==> src/hw/ssw_pkg.sv <==
// Purpose: Shared constants for the SYSREF skew window block.
// Assumes: Registers are byte addressed at four times their index.
// Notes: All phases are counted in half device-clock units.
package ssw_pkg;
  // ****************************************************************
  // Register indices and bus geometry
  // ****************************************************************
  localparam int unsigned ADDR_W = 12; // Byte address width of the slave.
  localparam logic [9:0] IDX_LOCAL_PHASE = 10'h109; // Local divider phase offset.
  localparam logic [9:0] IDX_DIV_CTRL = 10'h10a; // Divider and SYSREF control.
  localparam logic [9:0] IDX_DIV_STATUS = 10'h10b; // Captured divider phase.
  localparam logic [9:0] IDX_SYSREF_CTRL = 10'h120; // SYSREF mode control.
  // ****************************************************************
  // Field positions
  // ****************************************************************
  localparam int unsigned AUTO_EN_BIT = 7; // Auto phase adjust enable.
  localparam int unsigned NEG_LSB = 2; // Negative window field [3:2].
  localparam int unsigned POS_LSB = 0; // Positive window field [1:0].
  localparam int unsigned MODE_LSB = 1; // SYSREF mode field [2:1].
  // ****************************************************************
  // Reset values and divider geometry
  // ****************************************************************
  localparam logic [1:0] WIN_RST = 2'h0; // Both windows reset to no tolerance.
  localparam logic [3:0] PHASE_RST = 4'h0; // Phase fields reset to zero.
  localparam logic [1:0] MODE_RST = 2'h0; // SYSREF disabled after reset.
  localparam logic [3:0] HALF_PER_CLK = 4'h2; // Half clocks per core clock.
endpackage : ssw_pkg

==> src/hw/ssw_top.sv <==
// Purpose: SYSREF skew guard window around the divider edge, with APB registers.
// Assumes: sysref_in and sysref_late are synchronous to core_clk.
// Notes: sysref_late marks a transition seen in the second half of the cycle.
//
// Operation
// - Ignore SYSREF inside the early window.
// - Ignore SYSREF inside the late window.
// - Early codes give 0, 0.5, 1, 1.5 clocks.
// - Late codes give 0, 0.5, 1, 1.5 clocks.
// - Code zero demands an exact edge capture.
// - Windows act only with auto adjust enabled.
// - Record captured phase; apply it plus local.
`timescale 1ns/1ps
module ssw_top (
  input wire logic core_clk,
  input wire logic arst_n,
  input wire logic psel,
  input wire logic penable,
  input wire logic pwrite,
  input wire logic [ssw_pkg::ADDR_W-1:0] paddr,
  input wire logic [31:0] pwdata,
  input wire logic [3:0] pstrb,
  output logic [31:0] prdata,
  output logic pready,
  output logic pslverr,
  input wire logic sysref_in,
  input wire logic sysref_late,
  output logic [3:0] div_phase,
  output logic [3:0] applied_offset,
  output logic rephase_pulse
);

  // ****************************************************************
  // State
  // ****************************************************************
  typedef struct packed {
    logic auto_en; // Auto phase adjust enable.
    logic [1:0] neg_win; // Early window code.
    logic [1:0] pos_win; // Late window code.
    logic [3:0] local_ofs; // Programmed local phase offset.
    logic [1:0] sr_mode; // SYSREF mode, zero disables capture.
    logic [3:0] cap_status; // Divider phase at last accepted capture.
    logic [3:0] phase; // Running divider phase in half clocks.
    logic [3:0] applied; // Applied divider offset.
    logic rephase; // One-cycle pulse on a re-phase.
    logic sr_prev; // Previous SYSREF level for edge finding.
    logic ready; // APB ready.
    logic err; // APB error.
    logic [31:0] rdata; // APB read data.
  } ssw_state_s;

  ssw_state_s st_reg; // Registered state.
  ssw_state_s st_next; // Next state.

  logic [9:0] idx; // Register index from the byte address.
  logic access; // APB access phase awaiting an answer.
  logic mapped; // Address hits a register.
  logic cap_evt; // A SYSREF rising edge is captured this cycle.
  logic [3:0] cap_phase; // Phase of that edge in half clocks.
  logic in_win; // Edge lies inside the guard window.
  logic accept; // Edge re-phases the divider.

  assign idx = paddr[ssw_pkg::ADDR_W-1:2];
  assign access = psel && penable && !st_reg.ready;
  assign mapped = (idx == ssw_pkg::IDX_LOCAL_PHASE) || (idx == ssw_pkg::IDX_DIV_CTRL) ||
                  (idx == ssw_pkg::IDX_DIV_STATUS) || (idx == ssw_pkg::IDX_SYSREF_CTRL);
  // Capture is gated by the SYSREF mode, so a disabled SYSREF never moves the divider.
  assign cap_evt = sysref_in && !st_reg.sr_prev && (st_reg.sr_mode != 2'h0);
  assign cap_phase = st_reg.phase + {3'h0, sysref_late};
  // Without auto adjust the windows are disregarded and nothing re-phases.
  assign accept = cap_evt && st_reg.auto_en && !in_win;

  ssw_window_check u_win (
    .cap_phase(cap_phase),
    .neg_win(st_reg.neg_win),
    .pos_win(st_reg.pos_win),
    .in_window(in_win)
  );

  // ****************************************************************
  // Next-state logic
  // ****************************************************************
  // Bus decode, divider phase and capture handling in one place.
  always_comb begin
    st_next = st_reg;
    st_next.sr_prev = sysref_in;
    st_next.rephase = 1'b0;
    st_next.ready = access;
    st_next.err = 1'b0;
    st_next.phase = st_reg.phase + ssw_pkg::HALF_PER_CLK;
    if (accept) begin
      // Record the divider phase and realign so the next edge lands on phase zero.
      st_next.cap_status = cap_phase;
      st_next.phase = st_reg.phase - cap_phase + ssw_pkg::HALF_PER_CLK;
      st_next.rephase = 1'b1;
    end
    // The applied offset follows the captured phase plus the local offset.
    st_next.applied = st_reg.cap_status + st_reg.local_ofs;
    if (access) begin
      st_next.err = !mapped; // Unmapped addresses answer with an error.
      st_next.rdata = 32'h0;
      if (pwrite && pstrb[0]) begin
        case (idx)
          ssw_pkg::IDX_LOCAL_PHASE: begin
            st_next.local_ofs = pwdata[3:0];
          end
          ssw_pkg::IDX_DIV_CTRL: begin
            // Window changes are only safe with SYSREF disabled; software sees to that.
            st_next.auto_en = pwdata[ssw_pkg::AUTO_EN_BIT];
            st_next.neg_win = pwdata[ssw_pkg::NEG_LSB+:2];
            st_next.pos_win = pwdata[ssw_pkg::POS_LSB+:2];
          end
          ssw_pkg::IDX_SYSREF_CTRL: begin
            st_next.sr_mode = pwdata[ssw_pkg::MODE_LSB+:2];
          end
          default: begin
            st_next.rdata = 32'h0; // Status and unmapped writes are ignored.
          end
        endcase
      end else if (!pwrite) begin
        case (idx)
          ssw_pkg::IDX_LOCAL_PHASE: begin
            st_next.rdata = {28'h0, st_reg.local_ofs};
          end
          ssw_pkg::IDX_DIV_CTRL: begin
            st_next.rdata = {24'h0, st_reg.auto_en, 3'h0, st_reg.neg_win,
                             st_reg.pos_win};
          end
          ssw_pkg::IDX_DIV_STATUS: begin
            // Software checks its window sum against this value before enabling.
            st_next.rdata = {28'h0, st_reg.cap_status};
          end
          ssw_pkg::IDX_SYSREF_CTRL: begin
            st_next.rdata = {29'h0, st_reg.sr_mode, 1'b0};
          end
          default: begin
            st_next.rdata = 32'h0;
          end
        endcase
      end
    end
  end

  // ****************************************************************
  // State register
  // ****************************************************************
  // All control state takes constants under reset.
  always_ff @(posedge core_clk or negedge arst_n) begin
    if (!arst_n) begin
      st_reg <= '0;
      st_reg.neg_win <= ssw_pkg::WIN_RST;
      st_reg.pos_win <= ssw_pkg::WIN_RST;
      st_reg.local_ofs <= ssw_pkg::PHASE_RST;
      st_reg.cap_status <= ssw_pkg::PHASE_RST;
      st_reg.sr_mode <= ssw_pkg::MODE_RST;
    end else begin
      st_reg <= st_next;
    end
  end

  assign prdata = st_reg.rdata;
  assign pready = st_reg.ready;
  assign pslverr = st_reg.err;
  assign div_phase = st_reg.phase;
  assign applied_offset = st_reg.applied;
  assign rephase_pulse = st_reg.rephase;
endmodule : ssw_top

==> src/hw/ssw_window_check.sv <==
// Purpose: Decides whether a SYSREF capture phase lies inside the guard window.
// Assumes: Phase 0 is the divider edge; the phase wraps every 16 half clocks.
// Notes: Pure combinational logic, used by the top block.
`timescale 1ns/1ps
module ssw_window_check (
  input wire logic [3:0] cap_phase,
  input wire logic [1:0] neg_win,
  input wire logic [1:0] pos_win,
  output logic in_window
);
  // ****************************************************************
  // Window test
  // ****************************************************************
  // Late captures count up from the edge, early ones count back from 16.
  logic [3:0] early_dist;
  always_comb begin
    early_dist = 4'h0 - cap_phase;
    if (cap_phase == 4'h0) begin
      in_window = 1'b1; // Exact hit never disturbs the divider.
    end else if (cap_phase[3] == 1'b0) begin
      in_window = (cap_phase <= {2'h0, pos_win});
    end else begin
      in_window = (early_dist <= {2'h0, neg_win});
    end
  end
endmodule : ssw_window_check

==> config.mk <==
export PLATFORM = sky130hd
export DESIGN_NAME = ssw_top
export DESIGN_NICKNAME = d
export VERILOG_FILES = /design/src/hw/ssw_pkg.sv /design/src/hw/ssw_top.sv /design/src/hw/ssw_window_check.sv
export SDC_FILE = /design/constraint.sdc
export NUM_CORES = 1
export LEC_CHECK = 0
export ABC_AREA = 1
export BUFFER_PORTS_ARGS = -buffer_cell sky130_fd_sc_hd__buf_2
export CAP_MARGIN = 0
export CORE_UTILIZATION = 52
export CTS_BUF_LIST = sky130_fd_sc_hd__clkbuf_4 sky130_fd_sc_hd__clkbuf_8 sky130_fd_sc_hd__clkbuf_16
export CTS_CLUSTER_SIZE = 24
export DETAILED_ROUTE_END_ITERATION = 7
export GPL_TIMING_DRIVEN = 0
export PLACE_DENSITY_LB_ADDON = 0.25
export SLEW_MARGIN = 20
export SYNTH_ARGS = -nofsm -noshare
export SYNTH_HDL_FRONTEND = slang
export SYNTH_HIERARCHICAL = 1
export SYNTH_SLANG_ARGS = --single-unit
==> constraint.sdc <==
create_clock -name core_clk -period 4.2 [get_ports core_clk]
set_input_delay 0.63 -clock core_clk [delete_from_list [all_inputs] [get_ports core_clk]]
set_output_delay 0.63 -clock core_clk [all_outputs]
set_load 0.02 [all_outputs]
==> results.md, run 1 <==
- Drt first pass iters: 4
- Pins Over Slew Limit: 0
- Final number of setup-violating endpoints: 0
- Clock Pin Slew Worst Setup and Hold Paths: 0.07 ns
- FP Rows: 23
- Critical Path Source Type: input port
- Setup Total Neg Slack: 0 ns
- Max FO, Critical Path: 8
- I/O Buffers: 38
- # H-tree levels: 2
- Number of nets in the layout: around 420
- Routability-driven placement congestion ratio: just over 0.8
- Final number of hold-violating endpoints: 0
- Number of hold buffers added after CTS: 0
- Synth area leader: dfrtp_1
- Synth top area cells: dfrtp_1 (36%), buf_4 (13%), nand2_1 (11%)
- Worst-Skew Late Latency: around 0.28 ns
- Area share of the largest cell type after synthesis: 35.60%
- Worst Path Arrival: 3.09 ns
- Finished Layout Cells: 397
- Detailed Place HPWL: 3.247 mm
- First-pass GRT wire length: 6.513 mm
- Status: completed
- Seq/Total Area, Yosys: 35.60%
- Setup skew after layout: 0.007506 ns
- Peak Freq: 0.3425 GHz
- Post-route clock period utilization: a little over two thirds
- DRC violation count after routing: 0
- Transition time of the tightest slew-check pin: 0.6863 ns
- Final routed wire length divided by cell count: just under 10 um
- Share of final-layout standard cells stronger than drive strength 1: approximately a third
- Number of synthesized register bits: 32
- Number of distinct standard cells referenced by the synthesized netlist: 25
- Average cell area after synthesis: 8.181 um2
- Number of placed cells counting well taps: 389
- Crit. Startpoint: sysref_late
- Data required time of the worst path: 4.37 ns
- Power density normalized to cell area: roughly 240 nW/um2
- Worst R2R Setup Slack: roughly 1.3 ns
- Area enclosed by the die boundary: 4593 um2
- Ports: 98
- Setup crit end kind: flip-flop
- Total Wirelength: 3.924 mm
- Area inside the core boundary: slightly above 4000 um2
- Yosys synthesis warning count: 6
- X dimension of the die: 67.78 um
- Via count of the routed design: 1794
- Sum of overflow across all layers after global routing: 0
- Reg2Reg Launch Point: div_phase[0]$_DFFE_PN0P_
- Post-cts repair resize count: 0
- Clock tree sinks: 32
- Min Tclk post-route: 2.920 ns
- Clock Tree Root: clkbuf_8
- Total leakage power: 1.539 nW
- Effective utilization at floorplan: 55.05%
- Maximum number of pins on one net before global-route repair: 33
- Critical path destination: div_phase[0]$_DFFE_PN0P_
- TritonCTS clock tree: done
- Antenna diodes: 0
- Die Ht: 67.78 um
- Num CTS Buffers: 5
- Critical setup path kind: input port to flip-flop
- Reg2reg end: div_phase[0]$_DFFE_PN0P_
- Starting DRC count in detailed routing: 39
- Gate count after technology mapping: 275
- Largest vdd supply drop: 0.1865 mV
- Worst reg2reg path depth: 16
- Maximum Capacitance Violations: 0
- Post-CTS setup repair buffer count: 0
- Vias per cell: 4.519
- Largest register FFs: 16
- Initial antenna violation count: 0
- Gr usage total: 19.76%
- Area growth syn-to-layout: 19.69%
- Vias in the first global route: 1485
- Worst slew margin relative to its limit: a little over half
- Setup repair after global routing missed its margin: false
- Clk buf depth: 2
- Path type of the worst min-delay path: input port to async pin
- Worst slack on hold paths: around 0.38 ns
- Residual antenna-violating net count after detailed routing: 0
- Netlist Area Pre-Place: 2250 um2
## report_power, final
group / switching, mW / internal, mW / leakage, nW
registers: 0.00110 / 0.310 / 0.428
logic: 0.0622 / 0.0382 / 1.06
clock network: 0.108 / 0.130 / 0.0510
total: 0.172 / 0.479 / 1.54
## worst max-delay path: stages
cell     delay (ns)
buf_2          0.11
ha_1           0.23
ha_1           0.32
inv_1          0.10
inv_1          0.06
ha_1           0.27
ha_1           0.30
nand2_1        0.06
nand2_1        0.05
nand2_1        0.05
nand2_1        0.06
nand2_1        0.06
nor3_2         0.17
nand3_2        0.20
inv_2          0.18
nand2_1        0.09
xor2_1         0.15
## synth_stat cells
cell type   n
nor2_4      5
xnor2_1     8
dfrtp_1    32
nand4_1     5
xor2_1      2
inv_1      32
inv_2       6
or2_4       1
nor2_2      5
ha_1       15
nand2_2     4
buf_4      40
nand4_4     1
nand3_2     2
a21oi_4     1
conb_1      1
nand2_1    66
nand3_1    15
a21oi_1     2
fa_1        2
nor2_1     11
nor3_2      1
o21ai_1    13
o21ai_0     4
nand3b_1    1
## worst min-delay path by stage
stage	endpoint	slack, ns	cells after the start
after global placement	pready$_DFF_PN0_	0.46	1
after detailed placement	prdata[7]$_DFFE_PN0P_	0.47	2
after CTS	st_reg[45]$_DFFE_PN0P_	0.40	1
after floorplan	applied_offset[0]$_DFF_PN0_	0.33	0
after global routing	div_phase[2]$_DFF_PN0_	0.44	1
final	st_reg[45]$_DFFE_PN0P_	0.38	1
## layer usage
metal | global-route usage (%) | vias up | share of wire (%)
li1 | - | 930 | -
met3 | 5.574 | 9 | 6.7
met4 | 7.292 | 0 | 2.0
met1 | 24.21 | 799 | 42
met5 | 0 | - | 0
met2 | 32.80 | 56 | 49
## stage by stage
stage | instance area, um2 | utilization, % | total power, mW | worst slack [ns]
CTS | 2693 | 65.89 | 0.6575 | 1.269
finish | 2693 | 65.89 | 0.6505 | 1.280
detailed placement | 2600 | 63.63 | 0.4170 | 0.9797
global placement | 2600 | 63.63 | 0.4151 | 1.045
global route | 2693 | 65.89 | 0.6882 | 1.101
floorplan | 2347 | - | 0.3910 | 1.396
## layout by cell type (no fill, tap or decap), types with 4 or more instances in the layout
cell type and n:
nor2_4 5, inv_1 32, o21ai_0 4, o21ai_1 13, ha_1 15, nand2_1 66
nor2_1 11, clkbuf_8 6, nand3_1 15, buf_4 40, nand4_1 5, buf_2 38
inv_2 6, xnor2_1 8, dfrtp_1 32, nor2_2 5, nand2_2 4, conb_1 27
## layout make-up
| cell class | instances | area [um2] |
|---|---|---|
| buffer | 40 | 300.3 |
| clock buffer | 6 | 82.58 |
| clock inverter | 2 | 10.01 |
| fill | 375 | 1394 |
| inverter | 38 | 142.6 |
| multi-input combinational | 191 | 1104 |
| sequential | 32 | 800.8 |
| tap | 50 | 62.56 |
| timing repair buffer | 38 | 190.2 |
## logic make-up (layout without fill, tap and decap cells)
| family | after synthesis | after routing | share of synthesized area [%] |
|---|---|---|---|
| and+or+nand+nor | 117 | 117 | 25.58 |
| buffers and inverters | 78 | 124 | 19.69 |
| DFF | 32 | 32 | 35.60 |
| AOI/OAI and AO/OA | 20 | 20 | 4.950 |
| adders and majority gates | 17 | 17 | 10.12 |
| xor gates and xnor gates | 10 | 10 | 3.893 |
| other | 1 | 27 | 0.1667 |
No activity file was read; power rests on OpenSTA's default activity.
==> run 2: changes to the inputs <==
--- a/config.mk
+++ b/config.mk
@@ -5,10 +5,10 @@
 export SDC_FILE = /design/constraint.sdc
 export NUM_CORES = 1
 export LEC_CHECK = 0
-export ABC_AREA = 1
+export ABC_AREA = 0
 export BUFFER_PORTS_ARGS = -buffer_cell sky130_fd_sc_hd__buf_2
 export CAP_MARGIN = 0
-export CORE_UTILIZATION = 52
+export CORE_UTILIZATION = 42
 export CTS_BUF_LIST = sky130_fd_sc_hd__clkbuf_4 sky130_fd_sc_hd__clkbuf_8 sky130_fd_sc_hd__clkbuf_16
 export CTS_CLUSTER_SIZE = 24
 export DETAILED_ROUTE_END_ITERATION = 7
==> constraint.sdc (replaced) <==
create_clock -name core_clk -period 2.6 [get_ports core_clk]
set_input_delay 0.39 -clock core_clk [delete_from_list [all_inputs] [get_ports core_clk]]
set_output_delay 0.39 -clock core_clk [all_outputs]
set_load 0.02 [all_outputs]
==> run 2 against run 1 <==
Against the previous run: the run now ends with negative setup slack left; largest cell class unchanged; highest routed layer unchanged; die area is 14% higher; count of clock-buffer cells in the layout fell by 1; final cell count shrank 13%; critical path depth fell by 2; non-clock buffer count rose by 8; hold slack got worse by 0.24 ns.
==> results.md, run 2 <==
- Pins Over Slew Limit: 0
- Clock tree sinks: 32
- Number of flops mapped to enable cells by yosys: 0
- Maximum number of pins on one net before global-route repair: 33
- Data required time of the worst path: 2.77 ns
- Gr usage total: between 10% and 20%
- Maximum Capacitance Violations: 0
- # H-tree levels: 2
- Power density normalized to cell area: 383.9 nW/um2
- Average cell area after synthesis: 10.34 um2
- Worst-Skew Late Latency: 0.29 ns
- Fraction of the core area covered by cells at the end of the flow: 57.37%
- Vias in the first global route: 1301
- Via count of the routed design: 1506
- Proportion of register bits with asynchronous set or reset after synthesis: 100.0%
- Commonest cells after routing, fill and taps aside: buf_4 (45), buf_2 (38), dfrtp_1 (32)
- Transition time of the tightest slew-check pin: ~0.71 ns
- Critical Path Source Type: flip-flop
- Drt first pass iters: 4
- Antenna diodes: 0
- Total Wirelength: ~3.7 mm
- Setup crit end kind: flip-flop
- TritonCTS clock tree: done
- Clock group share of total power: between 30 and 40%
- Worst Path Arrival: between 3 and 4 ns
- Switching Power: 289.0 uW
- Ordered list of cells on the worst path: ha_4, ha_4, inv_4, inv_2, ha_4, ha_4, nor2b_4, o21ai_2, o2111ai_2, o311ai_2, nor4bb_2, o21ai_2, clkbuf_8, a211oi_2, nor3_1
- Vias per cell: approximately 4.3
- Count leader, synth: buf_4
- Most prevalent standard cell on the critical path: ha_4
- Min Tclk post-route: 2.964 ns
- Num CTS Buffers: 5
- Final number of setup-violating endpoints: 9
- Routability-driven placement congestion ratio: 0.7404
- Number of distinct standard cells referenced by the synthesized netlist: 38
- Peak Freq: about 0.34 GHz
- Clock Pin Slew Worst Setup and Hold Paths: 0.07 ns
- Final routed wire length divided by cell count: 10.53 um
- Largest register FFs: 16
- Seq/Total Area, Yosys: 38.35%
- Share of final-layout standard cells stronger than drive strength 1: 46.43%
- Effective utilization at floorplan: between 40% and 50%
- Ports: between 90 and 100
- I/O Buffers: 38
- Number of synthesized register bits: 32
- Setup repair after global routing missed its margin: true
- FP Rows: 25
- Critical setup path kind: flip-flop to flip-flop
- Clk buf depth: 2
- Internal Power: roughly 760 uW
- DRC violation count after routing: 0
- Status: finished with violations
- Gate count after technology mapping: 202
- Synth top area cells: dfrtp_1 (38%), buf_4 (14%), ha_1 (9.0%)
- Area enclosed by the die boundary: 5258 um2
- X dimension of the die: 72.51 um
- Area growth syn-to-layout: 30.62%
- Largest vdd supply drop: slightly above 0.3 mV
- Worst slack on hold paths: 0.1471 ns
- Area share of the largest cell type after synthesis: about two fifths
- Violated checks: negative setup slack
- List of most frequent post-synthesis cells: buf_4 (40), dfrtp_1 (32), nand2_1 (20)
- Netlist Area Pre-Place: 2088 um2
- Yosys synthesis warning count: 6
- Most common cell after layout, fill and taps aside: buf_4
- Final number of hold-violating endpoints: 0
- Area inside the core boundary: between 4000 and 5000 um2
- Worst slew margin relative to its limit: between 50% and 60%
- Clock Tree Root: clkbuf_8
- Path type of the worst min-delay path: input port to async pin
- Number of nets in the layout: 351
- Detailed Place HPWL: about 2.8 mm
- Smallest setup slack after layout: -0.3637 ns
- Setup skew after layout: 0.007376 ns
- Fraction of power spent switching nets: 27.60%
- Worst path slowest cell: dfrtp_1
- Starting DRC count in detailed routing: 43
- Sum of overflow across all layers after global routing: 0
- Die Ht: just over 70 um
- First-pass GRT wire length: around 6.1 mm
- Max FO, Critical Path: 5
- Part of the power in registers: 47.9%
- Initial antenna violation count: 0
- Synth area leader: dfrtp_1
- Synth Flop Type: dfrtp_1
- Post-route clock period utilization: 114.0%
- Relative contribution of combinational cells to total power: 15.5%
- Residual antenna-violating net count after detailed routing: 0
- Worst stage delay on the critical path: 0.42 ns
- Total leakage power: 1.449 nW
## run 2: worst paths after layout
kind                                               start                           to  slack [ns]  cells past startpoint
worst max-delay path            div_phase[0]$_DFFE_PN0P_       div_phase[3]$_DFF_PN0_       -0.36                     15
worst min register to register     prdata[2]$_DFFE_PN0P_        prdata[2]$_DFFE_PN0P_        0.49                      2
worst max register to register  div_phase[0]$_DFFE_PN0P_       div_phase[3]$_DFF_PN0_       -0.36                     15
min in group core_clk                          sysref_in         st_reg[34]$_DFF_PN0_        0.22                      1
max in group asynchronous                         arst_n  applied_offset[0]$_DFF_PN0_        2.00                      1
worst min-delay path                              arst_n             pready$_DFF_PN0_        0.15                      1
## run 2: cell type report
class | instances | area (um2)
Tap cell | 67 | 83.83
Timing Repair Buffer | 44 | 235.2
Sequential cell | 32 | 800.8
Fill cell | 439 | 2027
Buffer | 42 | 317.8
Multi-Input combinational cell | 135 | 1124
Clock inverter | 3 | 23.77
Inverter | 19 | 73.82
Clock buffer | 5 | 68.82
## run 2: power groups by stage
stage	clock [mW]	sequential [mW]	combinational, mW
after floorplan	0	0.513	0.107
after global placement	0	0.511	0.150
after detailed placement	0	0.511	0.152
after CTS	0.391	0.502	0.158
after global routing	0.420	0.502	0.180
final	0.383	0.502	0.163
## run 2: routing by layer
metal	global-route usage, %	part of all wire (%)	vias up	wire (um)
li1	-	-	776	-
met4	6.536	1.3	0	48
met2	24.51	46	43	1686
met5	0	0	-	0
met3	3.750	4.1	6	151
met1	20.62	48	681	1769
## run 2: cells by family (layout without fill, tap and decap cells)
| logic type | count (synthesis) | after routing | synth area share, % |
|---|---|---|---|
| buf+inv | 61 | 113 | 18.15 |
| simple gates | 43 | 43 | 12.88 |
| flops | 32 | 32 | 38.35 |
| compound gates | 26 | 26 | 8.688 |
| fa+ha+maj | 17 | 17 | 10.90 |
| mux | 14 | 14 | 7.490 |
| xor+xnor | 8 | 8 | 3.355 |
| other cells | 1 | 27 | 0.1796 |
## run 2: critical path: cells and delay by family (launching register included)
family,cells,cell delay (ns)
flops,1,0.42
fa+ha+maj,4,0.93
buf+inv,3,0.27
compound gates,5,0.64
simple gates,3,0.58
## run 2: metrics by stage
| step | worst slack, ns | cells | power, mW | instance area (um2) | setup TNS (ns) |
|---|---|---|---|---|---|
| 3_3_place_gp | -0.5839 | 333 | 0.6608 | 2521 | -4.301 |
| 3_5_place_dp | -0.6310 | 333 | 0.6628 | 2521 | -4.828 |
| 2_1_floorplan | -0.09502 | 228 | 0.6207 | 2247 | -0.3329 |
| 6_report | -0.3637 | 347 | 1.047 | 2728 | -2.281 |
| 4_1_cts | -0.4117 | 346 | 1.051 | 2695 | -2.723 |
| 5_1_grt | -0.5437 | 347 | 1.102 | 2728 | -3.802 |
## run 2: repair_timing
item,in CTS,in global routing
gates cloned,1,0
pin swaps,13,3
setup endpoints to repair,9,9
buffers inserted,4,1
resized for setup,10,5
hold buffers,0,0
